==> config.mk <==
export PLATFORM = sky130hd
export DESIGN_NAME = ssm_top
export DESIGN_NICKNAME = d
export VERILOG_FILES = /design/src/design/ssm_pkg.sv /design/src/design/ssm_top.sv
export VERILOG_INCLUDE_DIRS = /design/src /design/src/design
export SDC_FILE = /design/constraint.sdc
export NUM_CORES = 1
export LEC_CHECK = 0
export ABC_AREA = 1
export BUFFER_PORTS_ARGS = -buffer_cell sky130_fd_sc_hd__buf_2
export CAP_MARGIN = 20
export CORE_ASPECT_RATIO = 1.2
export CORE_MARGIN = 4
export CORE_UTILIZATION = 53
export CTS_BUF_LIST = sky130_fd_sc_hd__clkbuf_2
export DETAILED_ROUTE_END_ITERATION = 10
export PLACE_DENSITY_LB_ADDON = 0.08
export REMOVE_ABC_BUFFERS = 1
export SETUP_SLACK_MARGIN = 0.05
export SLEW_MARGIN = 20
export SYNTH_ARGS = -nofsm -noshare
export SYNTH_HDL_FRONTEND = slang
export SYNTH_SLANG_ARGS = --single-unit
==> constraint.sdc <==
create_clock -name clock -period 2.85 [get_ports clock]
set_input_delay 0.4275 -clock clock [delete_from_list [all_inputs] [get_ports clock]]
set_output_delay 0.4275 -clock clock [all_outputs]
set_load 0.1 [all_outputs]
==> src/design/ssm_cfg.svh <==
// constants for the stop, scan and mode control block
`ifndef SSM_CFG_SVH
`define SSM_CFG_SVH

// setting selector codes
`define SSM_SEL_KEEP_BUF   3'h0
`define SSM_SEL_INTERACT   3'h1
`define SSM_SEL_SCAN       3'h2
`define SSM_SEL_REG        3'h3
`define SSM_SEL_PAUSE      3'h4
`define SSM_SEL_IRUN       3'h5
`define SSM_SEL_KEEP_SCAN  3'h6
`define SSM_SEL_TRIG_USE   3'h7

// trigger-one use bit positions
`define SSM_TU_PCLR        0
`define SSM_TU_HALT        1
`define SSM_TU_STRB        2

// settings reset value and interactive address
`define SSM_SET_RST        10'h000
`define SSM_ADDR_ONE       4'h1

// reply characters
`define SSM_CH_LF          8'h0a
`define SSM_CH_CR          8'h0d
`define SSM_CH_OK          8'h3e
`define SSM_CH_BAD         8'h3f

// bcd digit limit
`define SSM_BCD_MAX        4'h9

// register offsets
`define SSM_REG_CTRL       4'h0
`define SSM_REG_STAT       4'h4
`define SSM_REG_SEQ        4'h8

`endif

==> src/design/ssm_pkg.sv <==
// types for the stop, scan and mode control block
package ssm_pkg;

    typedef struct packed {
        logic       trig_strb;
        logic       trig_halt;
        logic       trig_pclr;
        logic       keep_scan_after_halt;
        logic       interrupted_run_mode;
        logic       stop_as_pause_setting;
        logic       registration_enable;
        logic       continuous_scan_setting;
        logic       interactive_mode_setting;
        logic       stop_keeps_buffer_setting;
    } ssm_settings_t;

    typedef struct packed {
        logic [2:0] sel;
        logic       value;
    } ssm_setcmd_t;

    typedef enum logic [4:0] {
        TX_IDLE   = 5'b00001,
        TX_BANNER = 5'b00010,
        TX_LF     = 5'b00100,
        TX_CR     = 5'b01000,
        TX_CHAR   = 5'b10000
    } ssm_tx_state_t;

endpackage

==> src/design/ssm_top.sv <==
// stop, scan and interactive mode control of a serial indexer
//
// Notes on behaviour
// - buffer flag 0: stop flushes command buffer
// - buffer flag 1: stop ends move only
// - interactive on at 0, address must be one
// - reply '>' if understood, '?' otherwise
// - replies preceded by line feed, return
// - banner then '>' at power-up and reboot
// - hold '>' while loop or sequence defined
// - interactive flag 1: no replies at all
// - scan enabled: run sequence from BCD inputs
// - interrupted run: selects go inactive first
// - stop ends scanning unless keep switch on
// - scan disabled: sequences only from serial
// - registration enable 1 allows, 0 disables
// - registration overrides trigger one uses
// - pause flag 0: stop aborts and flushes
// - pause flag 1: stop suspends, resume continues
// - paused move continues on resume
//
// Design decisions made here: the plain strobed port and the register offsets.
`timescale 1ns/1ps
`include "ssm_cfg.svh"

module ssm_top #(
    parameter int SEL_DIGITS = 2,
    parameter int BANNER_LEN = 6,
    parameter logic [8*BANNER_LEN-1:0] BANNER = 48'h2a5245414459
) (
    // clock and reset
    input  wire logic                    clock,
    input  wire logic                    rstn,
    // register port
    input  wire logic [3:0]              reg_addr,
    input  wire logic [31:0]             reg_wdata,
    input  wire logic                    reg_wr,
    input  wire logic                    reg_rd,
    output logic [31:0]                  reg_rdata,
    // buffered setting commands, from the command buffer in order
    input  wire logic                    set_valid,
    input  wire ssm_pkg::ssm_setcmd_t    set_cmd,
    // parsed command events
    input  wire logic                    cmd_done,
    input  wire logic                    cmd_ok,
    input  wire logic                    defining,
    input  wire logic                    halt_cmd,
    input  wire logic                    resume_order,
    input  wire logic                    reboot_op,
    input  wire logic [3:0]              device_addr,
    // pins
    input  wire logic                    stop_pin,
    input  wire logic                    trig_one_pin,
    input  wire logic [4*SEL_DIGITS-1:0] seq_sel_pin,
    // execution control
    input  wire logic                    seq_busy,
    output logic                         flush_buffer,
    output logic                         abort_move,
    output logic                         abort_seq,
    output logic                         paused,
    output logic                         pause_clear,
    output logic                         seq_start,
    output logic [4*SEL_DIGITS-1:0]      seq_number,
    output logic                         reg_armed,
    // serial transmit
    input  wire logic                    tx_ready,
    output logic                         tx_valid,
    output logic [7:0]                   tx_data
);
    localparam int SW = 4 * SEL_DIGITS;
    // *****************************
    // reset and pin synchronisers
    // *****************************
    logic [1:0]    rst_sync;
    logic          rst_n;
    logic [1:0]    stop_sync;
    logic [1:0]    trig_sync;
    logic [SW-1:0] sel_meta;
    logic [SW-1:0] sel_sync;
    always_ff @(posedge clock or negedge rstn) begin
        if (!rstn) begin
            rst_sync <= 2'h0;
        end else begin
            rst_sync <= {rst_sync[0], 1'b1};
        end
    end
    assign rst_n = rst_sync[1];
    // stop and trigger pins idle high: start there so that no false edge follows reset; selects start at zero
    always_ff @(posedge clock or negedge rst_n) begin
        if (!rst_n) begin
            stop_sync <= 2'h3;
            trig_sync <= 2'h3;
            sel_meta  <= '0;
            sel_sync  <= '0;
        end else begin
            stop_sync <= {stop_sync[0], stop_pin};
            trig_sync <= {trig_sync[0], trig_one_pin};
            sel_meta  <= seq_sel_pin;
            sel_sync  <= sel_meta;
        end
    end
    // *****************************
    // settings
    // *****************************
    ssm_pkg::ssm_settings_t cfg;
    ssm_pkg::ssm_settings_t next_cfg;
    logic [2:0]             tu_bits;
    // trigger-one uses are exclusive with each other and registration
    always_comb begin
        next_cfg = cfg;
        tu_bits  = 3'h0;
        if (set_valid) begin
            unique case (set_cmd.sel)
                `SSM_SEL_KEEP_BUF:
                    next_cfg.stop_keeps_buffer_setting = set_cmd.value;
                `SSM_SEL_INTERACT:
                    next_cfg.interactive_mode_setting = set_cmd.value;
                `SSM_SEL_SCAN:
                    next_cfg.continuous_scan_setting = set_cmd.value;
                `SSM_SEL_REG: begin
                    next_cfg.registration_enable = set_cmd.value;
                    if (set_cmd.value) begin
                        next_cfg.trig_pclr = 1'b0;
                        next_cfg.trig_halt = 1'b0;
                        next_cfg.trig_strb = 1'b0;
                    end
                end
                `SSM_SEL_PAUSE:
                    next_cfg.stop_as_pause_setting = set_cmd.value;
                `SSM_SEL_IRUN:
                    next_cfg.interrupted_run_mode = set_cmd.value;
                `SSM_SEL_KEEP_SCAN:
                    next_cfg.keep_scan_after_halt = set_cmd.value;
                `SSM_SEL_TRIG_USE:
                    tu_bits = reg_wdata[2:0];
            endcase
        end
        if (reg_wr && reg_addr == `SSM_REG_CTRL) begin
            tu_bits = reg_wdata[2:0];
        end
        if (tu_bits != 3'h0) begin
            next_cfg.trig_pclr = tu_bits[`SSM_TU_PCLR];
            next_cfg.trig_halt = tu_bits[`SSM_TU_HALT] & ~tu_bits[`SSM_TU_PCLR];
            next_cfg.trig_strb = tu_bits[`SSM_TU_STRB] & ~|tu_bits[1:0];
            next_cfg.registration_enable = 1'b0;
        end
    end
    always_ff @(posedge clock or negedge rst_n) begin
        if (!rst_n) begin
            cfg <= ssm_pkg::ssm_settings_t'(`SSM_SET_RST);
        end else begin
            cfg <= next_cfg;
        end
    end
    // *****************************
    // stop and resume
    // *****************************
    logic trig_q;
    logic trig_fall;
    logic trig_on;
    logic stop_q;
    logic stop_ev;
    logic scanning;
    // pins are active when grounded
    assign trig_on   = ~trig_sync[1];
    assign trig_fall = trig_on & ~trig_q;
    // registration takes trigger one away from its other uses
    assign stop_ev = halt_cmd | (~stop_sync[1] & ~stop_q) |
        (trig_fall & cfg.trig_halt & ~cfg.registration_enable);
    always_ff @(posedge clock or negedge rst_n) begin
        if (!rst_n) begin
            trig_q       <= 1'b0;
            stop_q       <= 1'b0;
            flush_buffer <= 1'b0;
            abort_move   <= 1'b0;
            abort_seq    <= 1'b0;
            paused       <= 1'b0;
            pause_clear  <= 1'b0;
            reg_armed    <= 1'b0;
        end else begin
            trig_q       <= trig_on;
            stop_q       <= ~stop_sync[1];
            reg_armed    <= cfg.registration_enable;
            abort_move   <= stop_ev & ~cfg.stop_as_pause_setting;
            abort_seq    <= stop_ev & ~cfg.stop_as_pause_setting &
                            ~cfg.stop_keeps_buffer_setting;
            flush_buffer <= stop_ev & ~cfg.stop_as_pause_setting &
                            ~cfg.stop_keeps_buffer_setting;
            pause_clear  <= trig_fall & cfg.trig_pclr &
                            ~cfg.registration_enable;
            if (stop_ev && cfg.stop_as_pause_setting) begin
                paused <= 1'b1;
            end else if (resume_order || pause_clear) begin
                paused <= 1'b0;
            end
        end
    end
    // *****************************
    // continuous sequence scan
    // *****************************
    logic    bcd_ok;
    logic    sel_idle;
    logic    strobe_ok;
    logic    armed;
    function automatic logic bcd_valid(input logic [SW-1:0] v);
        logic ok;
        ok = 1'b1;
        for (int i = 0; i < SEL_DIGITS; i++) begin
            if (v[4*i +: 4] > `SSM_BCD_MAX) begin
                ok = 1'b0;
            end
        end
        return ok;
    endfunction
    assign bcd_ok    = bcd_valid(sel_sync) & (sel_sync != '0);
    assign sel_idle  = (sel_sync == '0);
    assign strobe_ok = ~cfg.trig_strb | cfg.registration_enable |
                       trig_fall;
    always_ff @(posedge clock or negedge rst_n) begin
        if (!rst_n) begin
            scanning   <= 1'b1;
            armed      <= 1'b1;
            seq_start  <= 1'b0;
            seq_number <= '0;
        end else begin
            seq_start <= 1'b0;
            if (stop_ev && !cfg.keep_scan_after_halt) begin
                scanning <= 1'b0;
            end else if (!cfg.continuous_scan_setting) begin
                scanning <= 1'b1;
            end
            if (sel_idle) begin
                armed <= 1'b1;
            end
            if (cfg.continuous_scan_setting && scanning && !paused &&
                !seq_busy && !seq_start && bcd_ok && strobe_ok &&
                (armed || !cfg.interrupted_run_mode)) begin
                seq_start  <= 1'b1;
                seq_number <= sel_sync;
                armed      <= 1'b0;
            end
        end
    end
    // *****************************
    // interactive replies
    // *****************************
    ssm_pkg::ssm_tx_state_t tx_state;
    logic [7:0]             reply;
    logic [7:0]             ban_idx;
    logic                   boot_req;
    logic                   interactive;
    assign interactive = ~cfg.interactive_mode_setting &
                         (device_addr == `SSM_ADDR_ONE);
    always_ff @(posedge clock or negedge rst_n) begin
        if (!rst_n) begin
            tx_state <= ssm_pkg::TX_IDLE;
            reply    <= `SSM_CH_OK;
            ban_idx  <= 8'h0;
            boot_req <= 1'b1;
            tx_valid <= 1'b0;
            tx_data  <= 8'h0;
        end else begin
            unique case (tx_state)
                ssm_pkg::TX_IDLE: begin
                    if (boot_req) begin
                        boot_req <= 1'b0;
                        if (interactive) begin
                            ban_idx  <= 8'h0;
                            reply    <= `SSM_CH_OK;
                            tx_state <= ssm_pkg::TX_BANNER;
                        end
                    end else if (cmd_done && interactive &&
                                 !(cmd_ok && defining)) begin
                        reply    <= cmd_ok ? `SSM_CH_OK
                                           : `SSM_CH_BAD;
                        tx_state <= ssm_pkg::TX_LF;
                    end
                end
                ssm_pkg::TX_BANNER: begin
                    if (!tx_valid || tx_ready) begin
                        tx_valid <= 1'b1;
                        tx_data  <= BANNER[8*(BANNER_LEN-1-int'(ban_idx))
                                           +: 8];
                        ban_idx  <= ban_idx + 8'h1;
                        if (int'(ban_idx) == BANNER_LEN - 1) begin
                            tx_state <= ssm_pkg::TX_LF;
                        end
                    end
                end
                ssm_pkg::TX_LF: begin
                    if (!tx_valid || tx_ready) begin
                        tx_valid <= 1'b1;
                        tx_data  <= `SSM_CH_LF;
                        tx_state <= ssm_pkg::TX_CR;
                    end
                end
                ssm_pkg::TX_CR: begin
                    if (tx_ready) begin
                        tx_data  <= `SSM_CH_CR;
                        tx_state <= ssm_pkg::TX_CHAR;
                    end
                end
                ssm_pkg::TX_CHAR: begin
                    if (tx_ready) begin
                        tx_data  <= reply;
                        tx_state <= ssm_pkg::TX_IDLE;
                    end
                end
            endcase
            if (tx_state == ssm_pkg::TX_IDLE && tx_valid && tx_ready) begin
                tx_valid <= 1'b0;
            end
            if (reboot_op) begin
                boot_req <= 1'b1;
            end
        end
    end
    // *****************************
    // register port
    // *****************************
    always_ff @(posedge clock or negedge rst_n) begin
        if (!rst_n) begin
            reg_rdata <= 32'h0;
        end else if (reg_rd) begin
            unique case (reg_addr)
                `SSM_REG_CTRL: reg_rdata <= {22'h0, cfg};
                `SSM_REG_STAT: reg_rdata <= {26'h0, scanning, armed,
                                             paused, interactive,
                                             trig_on, ~stop_sync[1]};
                `SSM_REG_SEQ:  reg_rdata <= 32'(seq_number);
                default:       reg_rdata <= 32'h0;
            endcase
        end else begin
            reg_rdata <= 32'h0;
        end
    end
endmodule

; After elaboration in Yosys (flattened, before gate mapping)
; Index checks and enable logic that the tools add are counted.
[op_classes]
order_cmp = 2
bitwise = 26
n_addsub = 2
muxes = 53
eq_ne = 27
n_shift = 1
reduce_logical = 57
[ops]
columns = op, n
row1 = 8-bit 2-to-1 mux, 10
row2 = "48-bit by 12-bit variable part select with 8-bit output, first input constant", 1
row3 = 5-bit 2-to-1 mux, 8
row4 = 32-bit 2-to-1 mux, 1
row5 = 8-bit case mux with 4 select lines, 1
row6 = 10-bit case mux with 3 select lines, 1
row7 = 5-bit case mux with 5 select lines, 1
row8 = 1-bit 2-to-1 mux, 23
row9 = 2-bit nonzero test, 10
row10 = 3-bit 2-to-1 mux, 6
row11 = 8-bit case mux with 2 select lines, 1
row12 = 2-bit AND reduction, 8
row13 = 1-bit logical AND, 15
row14 = "2-bit != test, second input constant", 7
row15 = 1-bit bitwise AND, 12
row16 = "3-bit == test, second input constant", 4
row17 = 10-bit 2-to-1 mux, 1
row18 = 1-bit NOT, 10
row19 = "3-bit by 8-bit subtractor with 9-bit output, first input constant", 1
row20 = "8-bit by 1-bit adder with 8-bit output, second input constant", 1
row21 = "8-bit by 4-bit == test with 1-bit output, second input constant", 1
row22 = "4-bit > comparator, second input constant", 2
row23 = 1-bit logical NOT, 8
row24 = 8-bit logical NOT, 1
row25 = 24 further kinds, 34
[totals]
in_bits = 67
reg_bits = 113
elab_cells = 201

; Depth between registers and ports, before layout
; Gate-level depths: netlist (run 1).
[depth]
word_depth = 8
ltp_mapped = 10
depth_no_buf = 10

; Worst setup path after synthesis (run 1)
; Ideal clock, no wire load.
[synth_path]
path_type = register to register
from = register tx_valid
to = register ban_idx[7]
path_stages_with_launch = 9
slack_ns = 1.032
period_less_slack_ns = 1.818
arrival_ns = 1.702
path_buffers = 1
cell_sequence = dfrtp_1 inv_1 nor2_1 nand2_2 nand2_2 nor2_4 buf_6 nand2_1 nand2_1
[synth_via]
elab_chain_len = 4
[synth_rtl]
columns = item, line_no
row1 = from (decl), ssm_top.sv:67  ; output logic tx_valid,
row2 = from (signal assigned), ssm_top.sv:260  ; tx_valid <= 1'b0;
row3 = from (signal assigned), ssm_top.sv:281  ; tx_valid <= 1'b1;
row4 = from (signal assigned), ssm_top.sv:292  ; tx_valid <= 1'b1;
row5 = 1-bit logical NOT, ssm_top.sv:280  ; if (!tx_valid || tx_ready) begin
row6 = 1-bit logical OR, ssm_top.sv:280
row7 = 2-bit != test (no source line), --
row8 = 4-bit AND reduction (no source line), --
row9 = to (signal assigned), ssm_top.sv:284  ; ban_idx <= ban_idx + 8'h1;
row10 = to (decl), ssm_top.sv:249  ; logic [7:0] ban_idx;
; No other way between the ends.
; A chain may end at the register's enable or synchronous reset.

; Worst setup path in the final report (run 1)
[layout_path]
from = register seq_number[6]
to = output seq_number[6]
[layout_lines]
columns = item, line_no
row1 = from (decl), ssm_top.sv:63  ; output logic [4*SEL_DIGITS-1:0] seq_number,
row2 = from (signal assigned), ssm_top.sv:239  ; seq_number <= sel_sync;
; No word-level cell between the ends.

==> results of run 1 <==
## per-layer routing
metal / vias up / part of all wire, % / GRT usage [%] / wire length [um]
met5: - / 0 / 0 / 0
met4: 0 / 2.6 / 9.712 / 212
met3: 16 / 5.5 / 3.952 / 443
met2: 87 / 53 / 34.16 / 4310
met1: 1445 / 39 / 22.50 / 3130
li1: 1588 / - / - / -
## area by class of cell
cell class / count / area, um2
well taps: 90 / 112.6
fillers: 668 / 2655
multi-input cells: 313 / 1499
inverters: 60 / 225.2
repair buffers: 82 / 488.0
flip-flops and latches: 83 / 2091
clock inverters: 7 / 116.4
clock buffers: 9 / 45.04
## registers in the layout (all words and copies together), names as in the netlist, 2 cells and up
name	count
rst_sync	2
cfg	10
tx_state	5
sel_meta	8
reg_rdata	10
trig_sync	2
stop_sync	2
ban_idx	8
sel_sync	8
seq_number	8
tx_data	7
## report_power, final
part           leakage, nW  internal [mW]  switching, mW
clock               0.0935          0.377          0.400
combinational         1.47          0.417           1.62
sequential            1.03           1.39          0.175
total                 2.59           2.18           2.20
## cells by family after synthesis
family          count (synthesis)  share of synthesized area (%)
compound gates                 45                          7.332
xor+xnor                        4                         0.8925
fa+ha+maj                       4                          1.275
buf+inv                        86                          10.74
flops                          83                          53.17
other cells                     2                         0.1913
simple gates                  236                          26.39
## worst max path at each step
| stage | start | endpoint | slack (ps) | depth (start not counted) |
|---|---|---|---|---|
| floorplan | rst_sync[1] | abort_move | 380 | 0 |
| global placement | device_addr[3] | ban_idx[5] | 990 | 9 |
| detailed placement | device_addr[3] | ban_idx[5] | 1000 | 9 |
| CTS | seq_number[7] | seq_number[7] | 960 | 1 |
| global route | seq_number[6] | seq_number[6] | 900 | 1 |
| finish | seq_number[6] | seq_number[6] | 1010 | 1 |
## per-stage QoR
stage / area (um2) / std cells
finish: 4577 / 644
global placement: 4278 / 616
global route: 4577 / 644
floorplan: 3811 / 456
detailed placement: 4278 / 616
CTS: 4549 / 643
## Yosys cell counts (all sizes together)
| cell | instances | area share, % |
|---|---|---|
| a21oi | 12 | 1.6 |
| a31oi | 7 | 1.1 |
| and3 | 1 | 0.16 |
| buf | 26 | 5.0 |
| conb | 2 | 0.19 |
| dfrtp | 75 | 48 |
| dfstp | 8 | 5.4 |
| ha | 4 | 1.3 |
| inv | 60 | 5.7 |
| nand2 | 149 | 15 |
| nand3 | 15 | 2.0 |
| nand4 | 9 | 1.6 |
| nor2 | 46 | 5.4 |
| nor3 | 13 | 1.8 |
| nor3b | 1 | 0.19 |
| o211ai | 2 | 0.38 |
| o21ai | 16 | 2.5 |
| o21bai | 1 | 0.19 |
| o221ai | 3 | 0.67 |
| o22a | 1 | 0.22 |
| o31ai | 2 | 0.38 |
| o32ai | 1 | 0.22 |
| or2 | 2 | 0.32 |
| xor2 | 4 | 0.89 |
==> run metrics, run 1 <==
post-synthesis sequential area ratio=53.17%; Worst Path Buf+Inv=1; RR Startpoint=cfg[1]; HPWL Detailed=5970 um; most frequent cells in the layout=nand2_1 (141), dfrtp_1 (74), buf_2 (70); Final Setup Violations=0; Max Slew Vio Count=0; Via Count=3136; clock root buffer=clkbuf_2; Slew @ Worst Pin=551.1 ps; cells after synthesis=460; Peak Freq=543.0 MHz; Routed WL=8097 um; PD cells=957.8 mW/mm2; Clock Path Buffers=2; worst min path class=in -> reg; crit path cell chain=buf_2; I/O pin count=123; RR Endpoint=ban_idx[5]; drt via density=4.870; post-layout util=63.29%; Clock Latency Late Sink=520 ps; n_diodes=0; layout cells sized above 1=22.92%; DR DRC count=0; DRT iter0 DRCs=85; CTS tree=built; Area Overhead vs Synth=16.61%; CP max stage delay=450 ps; data required time of the worst path=2420 ps; postcts setup bufs=0; die width=86.56 um; H-tree depth=3; Fin Hold WS=69.99 ps; hold path depth=2; Final #Nets=620; flop and latch count out of synthesis=83; Worst-path clk slew=240 ps; drt first pass iters=4; Max VDD drop=727.7 uV; RSZ-0062 raised after global routing=false; aggregate global-route resource usage=19.45%; Final ANT Viol Nets=0; Crit path max-delay family=flip-flops; Die Area=0.008852 mm2; Place WS=999.2 ps; Num CTS Buffers=9; mean post-synth cell area=8.533 um2; Syn Std Cell Area=0.003925 mm2; first-pass GRT wire length=13340 um; WHS Endpoint=paused; hold buffer count at cts=11; chip height=102.3 um; final hold violation count=0; skew final=34.82 ps; Core ar.=0.007232 mm2; setup TNS=0 ps; crit path time final=1842 ps; FF-to-FF path depth=8; PostCTS Resize Cnt=0; Slew HR=63.18%; critical path endpoint category=primary output; Pleak=2.591 nW; top fanout value on the critical path=3; status=completed; CP max stage cell=dfrtp_1; PnR worst setup slack=1008 ps; commonest non-fill, non-tap cell in the layout=nand2_1; Yosys Warn Count=0; wire per inst=12.57 um; Reg2Reg Setup Slack=1120 ps; Crit Path Class=reg -> out; antenna violations before repair=0; post-synth cell types=37; number of max-cap violations=0; FP Rows=34; fin crit share=64.62%; CP Data Arrival Time=1410 ps; Buffers on Ports=70; GP Congestion=0.8889; Critical Path Start Type=register; Initial Utilization=54.27%; Tot Pwr=4.384 mW; Overflow after GRT=0; HP Start=resume_order; clk sinks=83; pin count of the biggest net entering global routing=82; vias in the first global route=3047
Note: power is estimated with default switching activity, not from simulation.
==> run 2, diff against run 1 <==
==> constraint.sdc (replaced) <==
create_clock -name clock -period 1.8 [get_ports clock]
set_input_delay 0.27 -clock clock [delete_from_list [all_inputs] [get_ports clock]]
set_output_delay 0.27 -clock clock [all_outputs]
set_load 0.1 [all_outputs]
==> run 2 against run 1 <==
  * Largest cell class unchanged
  * Register-to-register slack worse by 880 ps
  * First-iteration DRC count is 46% higher
  * Critical endpoint unchanged
  * Clock-buffer cell count is 1 higher
  * Sequential cell count stayed put
  * Global-route usage is 0.80 points higher
  * Clock skew is 17 ps lower
  * Worst hold slack worse by 12 ps
  * Die area stayed put
==> run metrics, run 2 (same netlist as run 1, synthesis figures left out) <==
Area Overhead vs Synth=19.19% (was 16.61%); n_diodes=0 (unchanged); wire per inst=12.61 um (was 12.57 um); DRT iter0 DRCs=124 (was 85); Buffers on Ports=70 (unchanged); H-tree depth=3 (unchanged); Final #Nets=636 (was 620); met3 usage=4.194% (was 3.952%); GP Congestion=0.8989 (was 0.8889); chip height=102.3 um (unchanged); HP Start=tx_ready (was resume_order); Pleak=2.629 nW (was 2.591 nW); Slew @ Worst Pin=590.3 ps (was 551.1 ps); Worst Path Buf+Inv=1 (unchanged); clock root buffer=clkbuf_2 (unchanged); Final Setup Violations=0 (unchanged); PD cells=1447 mW/mm2 (was 957.8 mW/mm2); CTS tree=built (unchanged); DR DRC count=0 (unchanged); Critical path origin=seq_number[6] (unchanged); vias in the first global route=3107 (was 3047); CP max stage delay=440 ps (was 450 ps); post-layout util=64.69% (was 63.29%); critical path endpoint category=primary output (unchanged); GRT busiest layer=met2 (unchanged); Worst-path clk slew=220 ps (was 240 ps); RSZ-0062 raised after global routing=false (unchanged); Die Area=0.008852 mm2 (unchanged); status=completed (unchanged); number of max-cap violations=0 (unchanged); crit path cell chain=buf_2 (unchanged); Core ar.=0.007232 mm2 (unchanged); first-pass GRT wire length=13940 um (was 13340 um); Clock Path Buffers=2 (unchanged); Fin Hold WS=58.03 ps (was 69.99 ps); Max Slew Vio Count=0 (unchanged); final hold violation count=0 (unchanged); Initial Utilization=54.27% (unchanged); antenna violations before repair=0 (unchanged); Overflow after GRT=0 (unchanged); top fanout value on the critical path=3 (unchanged); Num CTS Buffers=9 (unchanged); Slew HR=60.56% (was 63.18%); Final ANT Viol Nets=0 (unchanged); Via Count=3193 (was 3136); skew final=17.66 ps (was 34.82 ps); Crit Path Class=reg -> out (unchanged); Top Registers=cfg: 10 flops, reg_rdata: 10 flops (unchanged); pin count of the biggest net entering global routing=35 (was 82); Peak Freq=602.8 MHz; Routed WL=8322 um (was 8097 um); Max VDD drop=1072 uV (was 727.7 uV); RR Startpoint=ban_idx[1] (was cfg[1]); data required time of the worst path=1530 ps (was 2420 ps); worst min path class=in -> reg (unchanged); crit path time final=1659 ps; I/O pin count=123 (unchanged); CP Data Arrival Time=1390 ps (was 1410 ps); HPWL Detailed=6219 um (was 5970 um); Tot Pwr=6.772 mW (was 4.384 mW); fin crit share=92.16%; drt first pass iters=4 (unchanged); layout cells sized above 1=23.68% (was 22.92%); Crit path max-delay family=flip-flops (unchanged); met1 usage=23.51% (was 22.50%); Reg2Reg Setup Slack=240 ps (was 1120 ps); commonest non-fill, non-tap cell in the layout=nand2_1 (unchanged); Clock Latency Late Sink=510 ps (was 520 ps); die width=86.56 um (unchanged); clk sinks=83 (unchanged); aggregate global-route resource usage=20.25% (was 19.45%); FP Rows=34 (unchanged); most frequent cells in the layout=nand2_1 (141), dfrtp_1 (74), buf_2 (64) (was nand2_1 (141), dfrtp_1 (74), buf_2 (70)); drt via density=4.838 (was 4.870); Critical Path Start Type=register (unchanged); CP max stage cell=dfrtp_1 (unchanged); met2 usage=36.87% (was 34.16%)
-- run 2: worst paths after layout --
kind	to	cells after the start
max	seq_number[6]	1
min	tx_state[3]	4
max reg2reg	tx_state[4]	8
min reg2reg	sel_meta[1]	0
max in group asynchronous	tx_state[0]	1
min in group asynchronous	sel_meta[1]	0
-- run 2: power by group --
part / switching (mW) / internal, mW / total (mW)
Clock: 0.637 / 0.325 / 0.962
Sequential: 0.279 / 2.20 / 2.48
Combinational: 2.58 / 0.752 / 3.33
-- run 2: per-layer routing --
metal  vias to the layer above  part of all wire (%)
li1                       1617                     -
met1                      1470                    40
met2                        92                    53
met3                        14                   5.3
met4                         0                   1.4
met5                         -                     0
-- run 2: layout make-up --
class / count / area [um2]
Fill cell: 639 / 2554
Sequential cell: 83 / 2091
Multi-Input combinational cell: 313 / 1499
Timing Repair Buffer: 98 / 635.6
Inverter: 60 / 225.2
Tap cell: 90 / 112.6
Clock inverter: 6 / 65.06
Clock buffer: 10 / 50.05
-- run 2: through the flow --
stage	worst slack (ps)	instances	area (um2)	TNS (ps)
floorplan	-668.9	456	3811	-49730
finish	141.2	660	4678	0
global route	52.73	660	4678	0
global placement	269.8	625	4358	0
CTS	77.49	660	4663	0
detailed placement	255.6	625	4358	0
-- run 2: repair_timing --
item / in CTS / in global routing
setup endpoints to repair: 0 / 6
hold buffers: 19 / 0
gates resized for setup: 0 / 6
endpoints found under the hold margin: 25 / 0
setup buffers: 0 / 0
==> run 3, diff against run 2 <==
--- a/config.mk
+++ b/config.mk
@@ -14,7 +14,7 @@
 export CORE_UTILIZATION = 53
 export CTS_BUF_LIST = sky130_fd_sc_hd__clkbuf_2
 export DETAILED_ROUTE_END_ITERATION = 10
-export PLACE_DENSITY_LB_ADDON = 0.08
+export PLACE_DENSITY_LB_ADDON = 0.12
 export REMOVE_ABC_BUFFERS = 1
 export SETUP_SLACK_MARGIN = 0.05
 export SLEW_MARGIN = 20
==> run 3 against run 2 <==
  * Routed wire length is 4.2% higher
  * Critical path type unchanged
  * Global-route usage about the same
  * Register-to-register slack lost 50 ps
  * Largest power group unchanged
  * Highest routed layer unchanged
  * Maximum frequency grew 0.83%
==> run metrics, run 3 (same netlist as run 1, synthesis figures left out) <==
RR Startpoint=tx_state[0] (was ban_idx[1]); n_diodes=0 (unchanged); Critical path origin=paused (was seq_number[6]); CP max stage delay=420 ps (was 440 ps); CP max stage cell=buf_2 (was dfrtp_1); Final ANT Viol Nets=0 (unchanged); RR Endpoint=tx_data[2] (was tx_state[4]); worst min path class=in -> reg (unchanged); pin count of the biggest net entering global routing=52 (was 35); Worst Path Buf+Inv=1 (unchanged); Num CTS Buffers=9 (unchanged); critical path depth=1 (unchanged); Max VDD drop=885.5 uV (was 1072 uV); RSZ-0062 raised after global routing=false (unchanged); antenna violations before repair=0 (unchanged); crit path cell chain=buf_2 (unchanged); final hold violation count=0 (unchanged); Initial Utilization=54.27% (unchanged); PnR worst setup slack=154.8 ps (was 141.2 ps); I/O pin count=123 (unchanged); Die Area=0.008852 mm2 (unchanged); FP Rows=34 (unchanged); Final Setup Violations=0 (unchanged); Internal=3.197 mW (was 3.279 mW); Slew @ Worst Pin=553.6 ps (was 590.3 ps); number of max-cap violations=0 (unchanged); data required time of the worst path=1530 ps (about the same); Reg2Reg Setup Slack=190 ps (was 240 ps); Buffers on Ports=70 (unchanged); drt first pass iters=4 (unchanged); Critical Path Start Type=register (unchanged); most frequent cells in the layout=nand2_1 (141), dfrtp_1 (74), buf_2 (59) (was nand2_1 (141), dfrtp_1 (74), buf_2 (64)); HPWL Detailed=6536 um (was 6219 um); Max Slew Vio Count=0 (unchanged); Sw Pwr=3.570 mW (was 3.492 mW); PD cells=1441 mW/mm2 (was 1447 mW/mm2); Via Count=3219 (was 3193); sw frac=52.76% (was 51.57%); Overflow after GRT=0 (unchanged); Place WS=194.6 ps (was 255.6 ps); Clock Latency Late Sink=550 ps (was 510 ps); wire per inst=13.10 um (was 12.61 um); Crit Path Class=reg -> out (unchanged); crit path time final=1645 ps (was 1659 ps); Logic pwr share=50.8% (was 49.1%); GP Congestion=0.8344 (was 0.8989); Final #Nets=638 (was 636); Slew HR=63.01% (was 60.56%); fill cell total of the finished layout=626 (was 639); Peak Freq=607.8 MHz (was 602.8 MHz); clock share of power=12.5% (was 14.2%); DR DRC count=0 (unchanged); clock root buffer=clkbuf_2 (unchanged); hold path depth=5 (was 4); chip height=102.3 um (unchanged); WHS Endpoint=cfg[9] (was tx_state[3]); layout cells sized above 1=23.95% (was 23.68%); fin crit share=91.40% (was 92.16%); aggregate global-route resource usage=20.23% (was 20.25%); first-pass GRT wire length=13770 um (was 13940 um); Tot Pwr=6.766 mW (was 6.772 mW); CTS tree=built (unchanged); Area Overhead vs Synth=19.60% (was 19.19%); Top Registers=cfg: 10 flops, reg_rdata: 10 flops (unchanged); Reg power frac=36.7% (was 36.6%); Crit path max-delay family=buffers and inverters (was flip-flops); Core ar.=0.007232 mm2 (unchanged); Worst-path clk slew=250 ps (was 220 ps); FF-to-FF path depth=8 (unchanged); status=completed (unchanged); Pleak=2.633 nW (was 2.629 nW); clk sinks=83 (unchanged); HP Start=reg_wdata[2] (was tx_ready); DRT iter0 DRCs=162 (was 124); top fanout value on the critical path=2 (was 3); skew final=34.19 ps (was 17.66 ps); commonest non-fill, non-tap cell in the layout=nand2_1 (unchanged); die width=86.56 um (unchanged); H-tree depth=3 (unchanged); Routed WL=8673 um (was 8322 um); vias in the first global route=3042 (was 3107); fin cells=662 (was 660); drt via density=4.863 (was 4.838); critical path endpoint category=primary output (unchanged); CP Data Arrival Time=1380 ps (was 1390 ps); Placed Instances=625 (unchanged); Clock Path Buffers=2 (unchanged)
run 3: changes by cell type in the layout (fill, tap and decap cells not counted), sizes merged:
cell,before,now
clkinvlp,3,2
dlygate4sd3,19,21
clkinv,1,3
inv,61,62
bufinv,1,0
clkbuf,16,20
buf,73,68
run 3: timing repair:
| item | 4_1_cts | 5_1_grt |
|---|---|---|
| endpoints found under the setup margin | 0 | 16 |
| hold buffers | 19 | 2 |
| buffers inserted | 0 | 0 |
| hold endpoints to repair | 25 | 2 |
| gates resized for setup | 0 | 12 |
run 3: cell type report:
class,instances,area [um2],share of cell area [%]
tap,90,112.6,2.399
clock inverter,7,51.30,1.093
timing repair buffer,100,668.1,14.23
inverter,60,225.2,4.797
sequential,83,2091,44.54
multi-input combinational,313,1501,31.98
clock buffer,9,45.04,0.9595
run 3: how the worst max path moves through the flow:
stage	endpoint	slack (ps)
6_report	paused	150
5_1_grt	ban_idx[7]	60
4_1_cts	seq_number[2]	70
3_5_place_dp	tx_state[3]	190
3_3_place_gp	tx_state[1]	220
2_1_floorplan	abort_move	-670
run 3: power groups by stage:
stage | Combinational [mW] | Clock, mW | Sequential [mW]
after floorplan | 1.45 | 0 | 3.66
after global placement | 3.31 | 0 | 2.50
after detailed placement | 3.36 | 0 | 2.51
after CTS | 3.40 | 0.872 | 2.47
after global routing | 3.70 | 0.955 | 2.52
final | 3.44 | 0.847 | 2.48
run 3: routing by layer:
layer	track usage (%)	wire, um	up-vias
met2	34.69	4356	99
met1	23.87	3584	1485
met4	8.633	217	0
li1	-	-	1618
met5	0	0	-
met3	5.484	515	17
run 3: through the flow:
step	TNS, ps	area (um2)	util [%]	hold WS, ps
floorplan	-49730	3811	-	-25.59
global route	0	4695	64.91	2.796
finish	0	4695	64.91	51.56
global placement	0	4358	60.26	55.57
detailed placement	0	4358	60.26	59.05
CTS	0	4644	64.22	3.132
